<file path="src/inc/timer_pwm_map.vh">
// Register map, field positions and reset values of the six-channel PWM timer.
// Assumes a 32-bit word-aligned Wishbone slave; fields sit in the low bits.
`ifndef TIMER_PWM_MAP_VH
`define TIMER_PWM_MAP_VH

// ============================================================
// Offsets (byte addresses)
`define TPWM_ADR_STATUS     8'h00
`define TPWM_ADR_COUNT      8'h04
`define TPWM_ADR_PERIOD     8'h08
`define TPWM_ADR_CH_BASE    8'h10
`define TPWM_ADR_CH_CMP     8'h04

// ============================================================
// Timer status/control fields
`define TPWM_ST_OVF         7
`define TPWM_ST_OVF_IE      6
`define TPWM_ST_HALT        5
`define TPWM_ST_CRST        4
`define TPWM_ST_DIV_HI      2
`define TPWM_ST_DIV_LO      0
`define TPWM_DIV_EXT        3'h7

// ============================================================
// Channel status/control fields
`define TPWM_CH_FLAG        7
`define TPWM_CH_IE          6
`define TPWM_CH_BUF         5
`define TPWM_CH_UNBUF       4
`define TPWM_CH_ACT_HI      3
`define TPWM_CH_ACT_LO      2
`define TPWM_CH_TOV         1
`define TPWM_CH_FULL        0
`define TPWM_ACT_NONE       2'h0
`define TPWM_ACT_TOGGLE     2'h1
`define TPWM_ACT_CLEAR      2'h2
`define TPWM_ACT_SET        2'h3

// ============================================================
// Reset values
`define TPWM_RST_STATUS     8'h20
`define TPWM_RST_PERIOD     16'hffff
`define TPWM_RST_CTL        8'h00
`define TPWM_RST_CMP        16'h0000

`endif

</file>
<file path="src/core/timer_pwm_channels.v">
// Six-channel 16-bit PWM timer with shared modulo counter and linked pairs.
// Assumes a classic Wishbone master on I_CLOCK and an async external count pin.
//
// Contract
// Overflow toggles output when toggle enabled
// Pulse lasts from overflow to compare
// Period and width set by 16-bit values
// Compare flag marks end of pulse
// Overflow flag marks end of period
// Unsynced unbuffered writes may miss compares
// Software avoids toggle action for PWM
// Even buffer bit links next odd channel
// Last written pair member governs each period
// Even control rules pair; odd pin freed
// Software writes only inactive pair member
// Software follows stop-period-width-mode-start order
// Mode bits: unbuffered 0:1, buffered wins
// Action 1:0 clears, 1:1 sets on compare
// No overflow toggle gives zero duty
// Full duty bit forces pulse level
// Overflow flag on rollover, enable requests
// Channel flag on compare, enable requests
// Wait mode: runs, bus blocked, wakes
// Stop mode halts, keeps all state
// Debug break halts counter
// Break blocks flag clears unless enabled
// Flag clear: read set, write zero
// Divider select 1..64 or external clock
// Reset leaves counter halted
// Counter reset bit clears counter, reads 0
// Count per tick, wrap after period
`timescale 1ns/1ps
`include "timer_pwm_map.vh"

module timer_pwm_channels #(
  parameter NUM_CH = 6
) (
  // Clock and reset
  input  wire                I_CLOCK,
  input  wire                I_RST_N,
  // Wishbone slave
  input  wire                I_WB_CYC,
  input  wire                I_WB_STB,
  input  wire                I_WB_WE,
  input  wire [7:0]          I_WB_ADR,
  input  wire [3:0]          I_WB_SEL,
  input  wire [31:0]         I_WB_DAT,
  output wire [31:0]         O_WB_DAT,
  output wire                O_WB_ACK,
  // System state
  input  wire                I_WAIT_MODE,
  input  wire                I_STOP_MODE,
  input  wire                I_BREAK,
  input  wire                I_BREAK_CLEAR_EN,
  input  wire                I_EXT_CLK,
  // Requests
  output wire                O_OVF_IRQ,
  output wire [NUM_CH-1:0]   O_CH_IRQ,
  output wire                O_WAKE,
  // Channel pins
  output wire [NUM_CH-1:0]   O_CH_OUT,
  output wire [NUM_CH-1:0]   O_CH_OE
);

  // ============================================================
  // Helpers
  function [7:0] ch_adr;
    input integer n;
    begin
      ch_adr = `TPWM_ADR_CH_BASE + {n[4:0], 3'b000};
    end
  endfunction

  function presc_tick;
    input [2:0] code;
    input [6:0] cnt;
    input       ext_rise;
    reg   [6:0] mask;
    begin
      mask = 7'h7f >> (3'h7 - code);
      if (code == `TPWM_DIV_EXT)
        presc_tick = ext_rise;
      else
        presc_tick = ((cnt | ~mask) == 7'h7f);
    end
  endfunction

  // ============================================================
  // Wishbone access
  reg         ack_r;
  reg  [31:0] dat_r;
  reg  [31:0] dat_nxt;
  wire        req     = I_WB_CYC & I_WB_STB & ~ack_r;
  wire        acc_ok  = ~I_WAIT_MODE;
  wire        wr      = req & I_WB_WE & acc_ok;
  wire        rd      = req & ~I_WB_WE & acc_ok;
  wire        clr_ok  = ~I_BREAK | I_BREAK_CLEAR_EN;

  wire        st_hit  = (I_WB_ADR == `TPWM_ADR_STATUS);
  wire        per_hit = (I_WB_ADR == `TPWM_ADR_PERIOD);

  assign O_WB_ACK = ack_r;
  assign O_WB_DAT = dat_r;

  // ============================================================
  // External count pin: three flops, level accepted on agreement
  reg  [2:0]  ext_sync_r;
  reg         ext_lvl_r;
  wire        ext_rise = (ext_sync_r[1] == ext_sync_r[2]) & ext_sync_r[2] & ~ext_lvl_r;

  always @(posedge I_CLOCK or negedge I_RST_N) begin
    if (!I_RST_N) begin
      ext_sync_r <= 3'h0;
      ext_lvl_r  <= 1'b0;
    end else begin
      ext_sync_r <= {ext_sync_r[1:0], I_EXT_CLK};
      if (ext_sync_r[1] == ext_sync_r[2])
        ext_lvl_r <= ext_sync_r[2];
    end
  end

  // ============================================================
  // Timer status, prescaler and counter
  reg         ovf_flag_r;
  reg         ovf_ie_r;
  reg         halt_r;
  reg  [2:0]  div_r;
  reg         ovf_arm_r;
  reg  [15:0] period_r;
  reg  [6:0]  presc_r;
  reg  [15:0] cnt_r;
  localparam [7:0] rst_status = `TPWM_RST_STATUS;

  wire        run     = ~halt_r & ~I_STOP_MODE & ~I_BREAK;
  wire        tick    = run & presc_tick(div_r, presc_r, ext_rise);
  wire        ovf_evt = tick & (cnt_r == period_r);
  wire [15:0] cnt_nxt = ovf_evt ? 16'h0000 : cnt_r + 16'h0001;
  wire        st_wr   = wr & st_hit & I_WB_SEL[0];
  wire        crst    = st_wr & I_WB_DAT[`TPWM_ST_CRST];
  wire        ovf_clr = st_wr & ~I_WB_DAT[`TPWM_ST_OVF] & ovf_arm_r & clr_ok;

  always @(posedge I_CLOCK or negedge I_RST_N) begin
    if (!I_RST_N) begin
      ovf_flag_r <= 1'b0;
      ovf_ie_r   <= 1'b0;
      halt_r     <= rst_status[`TPWM_ST_HALT];
      div_r      <= 3'h0;
      ovf_arm_r  <= 1'b0;
      period_r   <= `TPWM_RST_PERIOD;
      presc_r    <= 7'h00;
      cnt_r      <= 16'h0000;
    end else begin
      // Set wins over a clear in the same cycle
      ovf_flag_r <= ovf_evt | (ovf_flag_r & ~ovf_clr);
      if (ovf_evt || (st_wr && clr_ok))
        ovf_arm_r <= 1'b0;
      else if (rd && st_hit && ovf_flag_r && clr_ok)
        ovf_arm_r <= 1'b1;
      if (st_wr) begin
        ovf_ie_r <= I_WB_DAT[`TPWM_ST_OVF_IE];
        halt_r   <= I_WB_DAT[`TPWM_ST_HALT];
        div_r    <= I_WB_DAT[`TPWM_ST_DIV_HI:`TPWM_ST_DIV_LO];
      end
      if (wr && per_hit && I_WB_SEL[0])
        period_r[7:0] <= I_WB_DAT[7:0];
      if (wr && per_hit && I_WB_SEL[1])
        period_r[15:8] <= I_WB_DAT[15:8];
      // Counter reset touches only counter and prescaler
      if (crst) begin
        presc_r <= 7'h00;
        cnt_r   <= 16'h0000;
      end else begin
        if (run)
          presc_r <= presc_r + 7'h01;
        if (tick)
          cnt_r <= cnt_nxt;
      end
    end
  end

  // ============================================================
  // Channels
  wire [8*NUM_CH-1:0]  ctl_flat;
  wire [16*NUM_CH-1:0] cmp_flat;
  wire [NUM_CH-1:0]    cmp_wr;
  wire [NUM_CH-1:0]    flag_w;

  genvar i;
  generate
    for (i = 0; i < NUM_CH; i = i + 1) begin : g_ch
      reg  [7:0]  ctl_r;
      reg  [15:0] cmp_r;
      reg         flag_r;
      reg         arm_r;
      reg         out_r;
      reg         out_nxt;
      wire [15:0] act_cmp;
      wire        linked;
      wire        freed;
      wire        ctl_hit = (I_WB_ADR == ch_adr(i));
      wire        cmp_hit = (I_WB_ADR == (ch_adr(i) | `TPWM_ADR_CH_CMP));
      wire        ctl_wr  = wr & ctl_hit & I_WB_SEL[0];
      wire [1:0]  act     = ctl_r[`TPWM_CH_ACT_HI:`TPWM_CH_ACT_LO];

      if ((i % 2) == 0) begin : g_even
        reg  sel_r;
        reg  last_r;
        wire last_nxt = cmp_wr[i+1] ? 1'b1 : (cmp_wr[i] ? 1'b0 : last_r);
        assign linked = ctl_r[`TPWM_CH_BUF];
        assign freed  = 1'b0;
        // Active member follows the last written one from each overflow
        assign act_cmp = sel_r ? cmp_flat[16*(i+1) +: 16] : cmp_r;
        always @(posedge I_CLOCK or negedge I_RST_N) begin
          if (!I_RST_N) begin
            sel_r  <= 1'b0;
            last_r <= 1'b0;
          end else if (!linked) begin
            sel_r  <= 1'b0;
            last_r <= 1'b0;
          end else begin
            last_r <= last_nxt;
            if (ovf_evt)
              sel_r <= last_nxt;
          end
        end
      end else begin : g_odd
        assign linked  = 1'b0;
        assign freed   = ctl_flat[8*(i-1) + `TPWM_CH_BUF];
        assign act_cmp = cmp_r;
      end

      // Unbuffered compare writes take effect at once; misses are possible
      wire mode_on = linked | ctl_r[`TPWM_CH_UNBUF];
      wire live    = mode_on & ~freed;
      wire cmp_evt = live & tick & (cnt_nxt == act_cmp);
      wire clr     = ctl_wr & ~I_WB_DAT[`TPWM_CH_FLAG] & arm_r & clr_ok;

      assign cmp_wr[i] = wr & cmp_hit & (|I_WB_SEL[1:0]);
      assign ctl_flat[8*i +: 8]  = {flag_r, ctl_r[6:0]};
      assign cmp_flat[16*i +: 16] = cmp_r;
      assign flag_w[i] = flag_r & ctl_r[`TPWM_CH_IE] & ~freed;
      assign O_CH_OE[i]  = live & (act != `TPWM_ACT_NONE);
      assign O_CH_OUT[i] = out_r;

      // Compare action is applied after the overflow toggle
      always @* begin
        out_nxt = out_r;
        if (ovf_evt && ctl_r[`TPWM_CH_TOV] && live)
          out_nxt = ~out_r;
        if (cmp_evt) begin
          case (act)
            `TPWM_ACT_TOGGLE: out_nxt = ~out_nxt;
            `TPWM_ACT_CLEAR:  out_nxt = 1'b0;
            `TPWM_ACT_SET:    out_nxt = 1'b1;
            default:          out_nxt = out_nxt;
          endcase
        end
        if (live && ctl_r[`TPWM_CH_FULL])
          out_nxt = ~act[0];
      end

      always @(posedge I_CLOCK or negedge I_RST_N) begin
        if (!I_RST_N) begin
          ctl_r  <= `TPWM_RST_CTL;
          cmp_r  <= `TPWM_RST_CMP;
          flag_r <= 1'b0;
          arm_r  <= 1'b0;
          out_r  <= 1'b0;
        end else begin
          out_r  <= out_nxt;
          flag_r <= cmp_evt | (flag_r & ~clr);
          if (cmp_evt || (ctl_wr && clr_ok))
            arm_r <= 1'b0;
          else if (rd && ctl_hit && flag_r && clr_ok)
            arm_r <= 1'b1;
          if (ctl_wr)
            ctl_r[6:0] <= I_WB_DAT[6:0];
          if (wr && cmp_hit && I_WB_SEL[0])
            cmp_r[7:0] <= I_WB_DAT[7:0];
          if (wr && cmp_hit && I_WB_SEL[1])
            cmp_r[15:8] <= I_WB_DAT[15:8];
        end
      end
    end
  endgenerate

  // ============================================================
  // Read mux and acknowledge
  integer k;
  always @* begin
    dat_nxt = 32'h0000_0000;
    if (acc_ok) begin
      if (st_hit)
        dat_nxt[7:0] = {ovf_flag_r, ovf_ie_r, halt_r, 2'b00, div_r};
      else if (I_WB_ADR == `TPWM_ADR_COUNT)
        dat_nxt[15:0] = cnt_r;
      else if (per_hit)
        dat_nxt[15:0] = period_r;
      for (k = 0; k < NUM_CH; k = k + 1) begin
        if (I_WB_ADR == ch_adr(k))
          dat_nxt[7:0] = ctl_flat[8*k +: 8];
        if (I_WB_ADR == (ch_adr(k) | `TPWM_ADR_CH_CMP))
          dat_nxt[15:0] = cmp_flat[16*k +: 16];
      end
    end
  end

  always @(posedge I_CLOCK or negedge I_RST_N) begin
    if (!I_RST_N) begin
      ack_r <= 1'b0;
      dat_r <= 32'h0000_0000;
    end else begin
      ack_r <= req;
      if (req && !I_WB_WE)
        dat_r <= dat_nxt;
    end
  end

  // ============================================================
  // Requests: any enabled request also wakes the system
  assign O_OVF_IRQ = ovf_flag_r & ovf_ie_r;
  assign O_CH_IRQ  = flag_w;
  assign O_WAKE    = O_OVF_IRQ | (|flag_w);

endmodule // timer_pwm_channels

</file>
<file path="config.mk">
export PLATFORM = sky130hd
export DESIGN_NAME = timer_pwm_channels
export DESIGN_NICKNAME = d
export VERILOG_FILES = /design/src/core/timer_pwm_channels.v
export VERILOG_INCLUDE_DIRS = /design/src /design/src/inc
export SDC_FILE = /design/constraint.sdc
export NUM_CORES = 1
export LEC_CHECK = 0
export ABC_AREA = 1
export BUFFER_PORTS_ARGS = -buffer_cell sky130_fd_sc_hd__clkbuf_2
export CORE_MARGIN = 3
export CORE_UTILIZATION = 36
export DETAILED_ROUTE_END_ITERATION = 6
export SLEW_MARGIN = 25
export SYNTH_ARGS = -nofsm -noshare
export SYNTH_HDL_FRONTEND = slang
export SYNTH_SLANG_ARGS = --single-unit
</file>
<file path="constraint.sdc">
create_clock -name I_CLOCK -period 4.7 [get_ports I_CLOCK]
set_input_delay 0.94 -clock I_CLOCK [delete_from_list [all_inputs] [get_ports I_CLOCK]]
set_output_delay 0.94 -clock I_CLOCK [all_outputs]
set_load 0.1 [all_outputs]
</file>
==> impl_results.md <==
- Status: finished, final reports clean
- Relative slew slack: 31.2%
- Largest family of logic cells by synthesized area: simple AND/OR/NAND/NOR gates
- Final GP Congestion: 0.953
- WL/cell: 17.7 µm
- Mux contribution to synthesized area: 0%
- Setup crit start kind: flop
- Final worst hold slack: 0.349 ns
- Largest net degree at the start of global routing: slightly above 90
- Vias per cell: 5.13
- RR Endpoint: g_ch[1].out_r
- # hold bufs at CTS: 0
- Antenna violations before repair: 0
- Initial Util: 36.8%
- Pleak: 7.79 nW
- WL final: 47700 µm
- IO Port Bufs: between 70 and 80
- Post-Place Setup Slack: 0.951 ns
- Final Hold Viols: 0
- Synth Area in Simple Gates: 33.2%
- Synth Instances: 2112
- Slew of the pin with the lowest slew margin: between 1 and 1.5 ns
- Post-CTS resize count: 0
- DP Cell Count: 2648
- Post-synthesis adder-cell area fraction: 0.268%
- TritonCTS clock tree: yes
- Worst path slowest cell: dfrtp_1
- Delay-heaviest family, CP: simple AND/OR/NAND/NOR gates
- Clock transition at path regs: 0.06 ns
- Worst hold start: ext_sync_r[0]
- Die area: 41300 µm²
- Setup violators final: 0
- Post-layout util: about two fifths
- CTS root buffer: clkbuf_16
- Final setup TNS: 0 ns
- Final #Nets: 2224
- Setup bufs post-CTS: 0
- Worst Skew: 0.0190 ns
- DRT antenna net count: 0
- Die Width: 203 µm
- Top cell by count, worst path: nand2_1
- RSZ-0062 raised after global routing: false
- Fmax: 0.291 GHz
- Worst Path Buf+Inv: 3
- CTS H-tree lvls: 1
- Post-Layout Cell Count: 2697
- Final worst slack: 1.26 ns
- Max IR drop VDD: 0.000280 V
- CTS sink count: ~230
- DP HPWL: between 30000 and 40000 µm
- CP Max Fanout: 61
- Global router's overall resource usage: ~23%
- FF-to-FF Start: cnt_r[0]
- Worst path cell trace: inv_1, nand2_1, nand2_1, nor2_1, nand2_1, nor2_1, nand2_1, inv_1, nand2_2, buf_12, nand2_1, nand2_1, nand2_1, nor2_1, nand2_1, nor2_1, nand3_1, nand2_1, nand2_1, nand2_1, nand2_1
- Tot Pwr: 4.61 mW
- Diodes inserted: 0
- First-pass GRT wire length: 74700 µm
- Total number of vias: 13.8k
- Worst hold path depth: 0
- Worst r2r path cells: 21
- Clock Tree Buf Depth: 3
- Sequential-to-total area share from yosys stat: between 40% and 50%
- Die Ht: 203 µm
- Avg Cell Area, Syn: 6.62 µm²
- Critical path endpoint category: flop
- CP required: 5.16 ns
- Final Instance Area: about 16000 µm²
- Worst Setup Path Type: reg -> reg
- Yosys warning count: 0
- Placement Cell Area: 14800 µm²
- Post-synthesis xor/xnor area fraction: 0.608%
- Mapped Area: 14000 µm²
- Worst stage delay on the critical path: between 0.4 and 0.5 ns
- Area grow syn2layout: 12.6%
- Final min period: 3.44 ns
- Arrival @ worst endpoint: between 3 and 4 ns
- Total gr overflow: 0
- DRC viols: 0
- Share of cells above drive strength 1: 8.42%
- Hold Path Class: reg -> reg
- Core region area: 38000 µm²
- #FFs+latches synth: 228
- Hold EP: ext_sync_r[1]
- I/O pins: 107
- Synth Area in Compound Gates: around 14%
- R2R Setup Slk: 1.26 ns
- Pwr dens: approximately 290 nW/µm²
- Latest clock arrival within the worst-skew pair: 0.57 ns
- Inserted Clock Buffers: 28
- Commonest cells after routing, fill and taps aside: nand2_1 (775), inv_1 (282), o21ai_0 (279)
- Max cap viols: 0
- Yosys cell types: 37
- Iteration-0 DRC Markers: 1303
- Tcrit/Tclk final: 73.2%
- Commonest non-fill, non-tap cell in the layout: nand2_1
- DRT Pass-1 Iters: 5
- # rows: 71
- Vias in the first global route: 13.1k
- Max Transition Viols Final: 0
==> cells by family (layout without fill, tap and decap cells) <==
family                     count (synthesis)  after routing
adders and majority gates                  3              3
xor gates and xnor gates                   8              8
other                                      1             16
AOI/OAI and AO/OA                        377            377
DFF                                      228            228
and+or+nand+nor                         1126           1126
buffers and inverters                    369            428
==> worst max path at each step <==
stage / from / to / slack (ns) / cells past startpoint
finish: cnt_r[0] / g_ch[1].out_r / 1.26 / 21
global route: cnt_r[0] / g_ch[3].out_r / 0.87 / 20
CTS: cnt_r[0] / g_ch[1].out_r / 1.34 / 21
detailed placement: I_STOP_MODE / g_ch[0].out_r / 0.95 / 19
global placement: I_STOP_MODE / g_ch[0].out_r / 0.97 / 19
floorplan: ctl_flat[21] / O_WAKE / 0.34 / 3
==> layout make-up <==
| cell class | count | area, µm² |
|---|---|---|
| multi-input combinational | 1530 | 6820 |
| clock inverter | 12 | 145 |
| fill | 4087 | 22300 |
| inverter | 290 | 1090 |
| timing repair buffer | 89 | 523 |
| sequential | 228 | 5730 |
| clock buffer | 37 | 816 |
| tap | 511 | 639 |
==> flip-flops by register name, summed over array words and instances, names as in the netlist, 16 cells and up <==
signal and cells:
O_WB_DAT 16, cnt_r 16, ctl_flat 42, g_ch.act_cmp 48, g_ch.cmp_r 48, period_r 16
==> routing by layer <==
| metal | GRT usage (%) | share of wire, % | vias to the layer above |
|---|---|---|---|
| met5 | 0 | 0 | - |
| met4 | 7.23 | 3.4 | 0 |
| met3 | 3.05 | 6.5 | 100 |
| met2 | 36.7 | 45 | 474 |
| met1 | 32.8 | 45 | 6507 |
| li1 | - | - | 6756 |
==> where the power goes <==
part	switching [mW]	internal [mW]	leakage [nW]	total, mW
combinational	0.292	0.0638	4.55	0.356
sequential	0.0101	1.98	2.76	1.99
clock	0.893	1.37	0.477	2.27
total	1.20	3.42	7.79	4.61
==> synth_stat cells <==
cell / number / area [µm²]
nand4_1: 34 / 213
dfrtp_1: 211 / 5280
nand2_2: 7 / 43.8
ha_1: 3 / 37.5
o22ai_1: 22 / 138
o221ai_1: 7 / 61.3
o2111ai_1: 2 / 17.5
inv_2: 4 / 15.0
nor4_1: 4 / 25.0
nand3_1: 80 / 400
a21oi_2: 1 / 8.76
a21oi_1: 51 / 255
xor2_2: 2 / 32.5
dfstp_2: 17 / 447
nor3_4: 3 / 48.8
a31oi_1: 1 / 6.26
conb_1: 1 / 3.75
o21ai_0: 279 / 1400
nand2_1: 775 / 2910
a311oi_1: 1 / 8.76
nor3_1: 10 / 50.1
clkbuf_1: 49 / 184
buf_4: 23 / 173
o211ai_1: 6 / 45.0
clkinv_1: 4 / 15.0
buf_6: 3 / 33.8
a221oi_1: 1 / 8.76
inv_1: 282 / 1060
xor2_1: 6 / 52.6
buf_2: 4 / 20.0
nand3b_1: 33 / 248
nor2_1: 166 / 623
or2_2: 7 / 43.8
o21ai_1: 1 / 5.00
o21bai_1: 3 / 22.5
nor2_2: 7 / 43.8
o41ai_1: 2 / 17.5
==> worst reg2reg max path, delay by kind of cell (launching register included) <==
family / cells / cell delay (ns)
buffers and inverters: 3 / 0.67
flip-flops: 1 / 0.45
AND/OR/NAND/NOR: 18 / 2.22
Note: power is estimated with default switching activity, not from simulation.
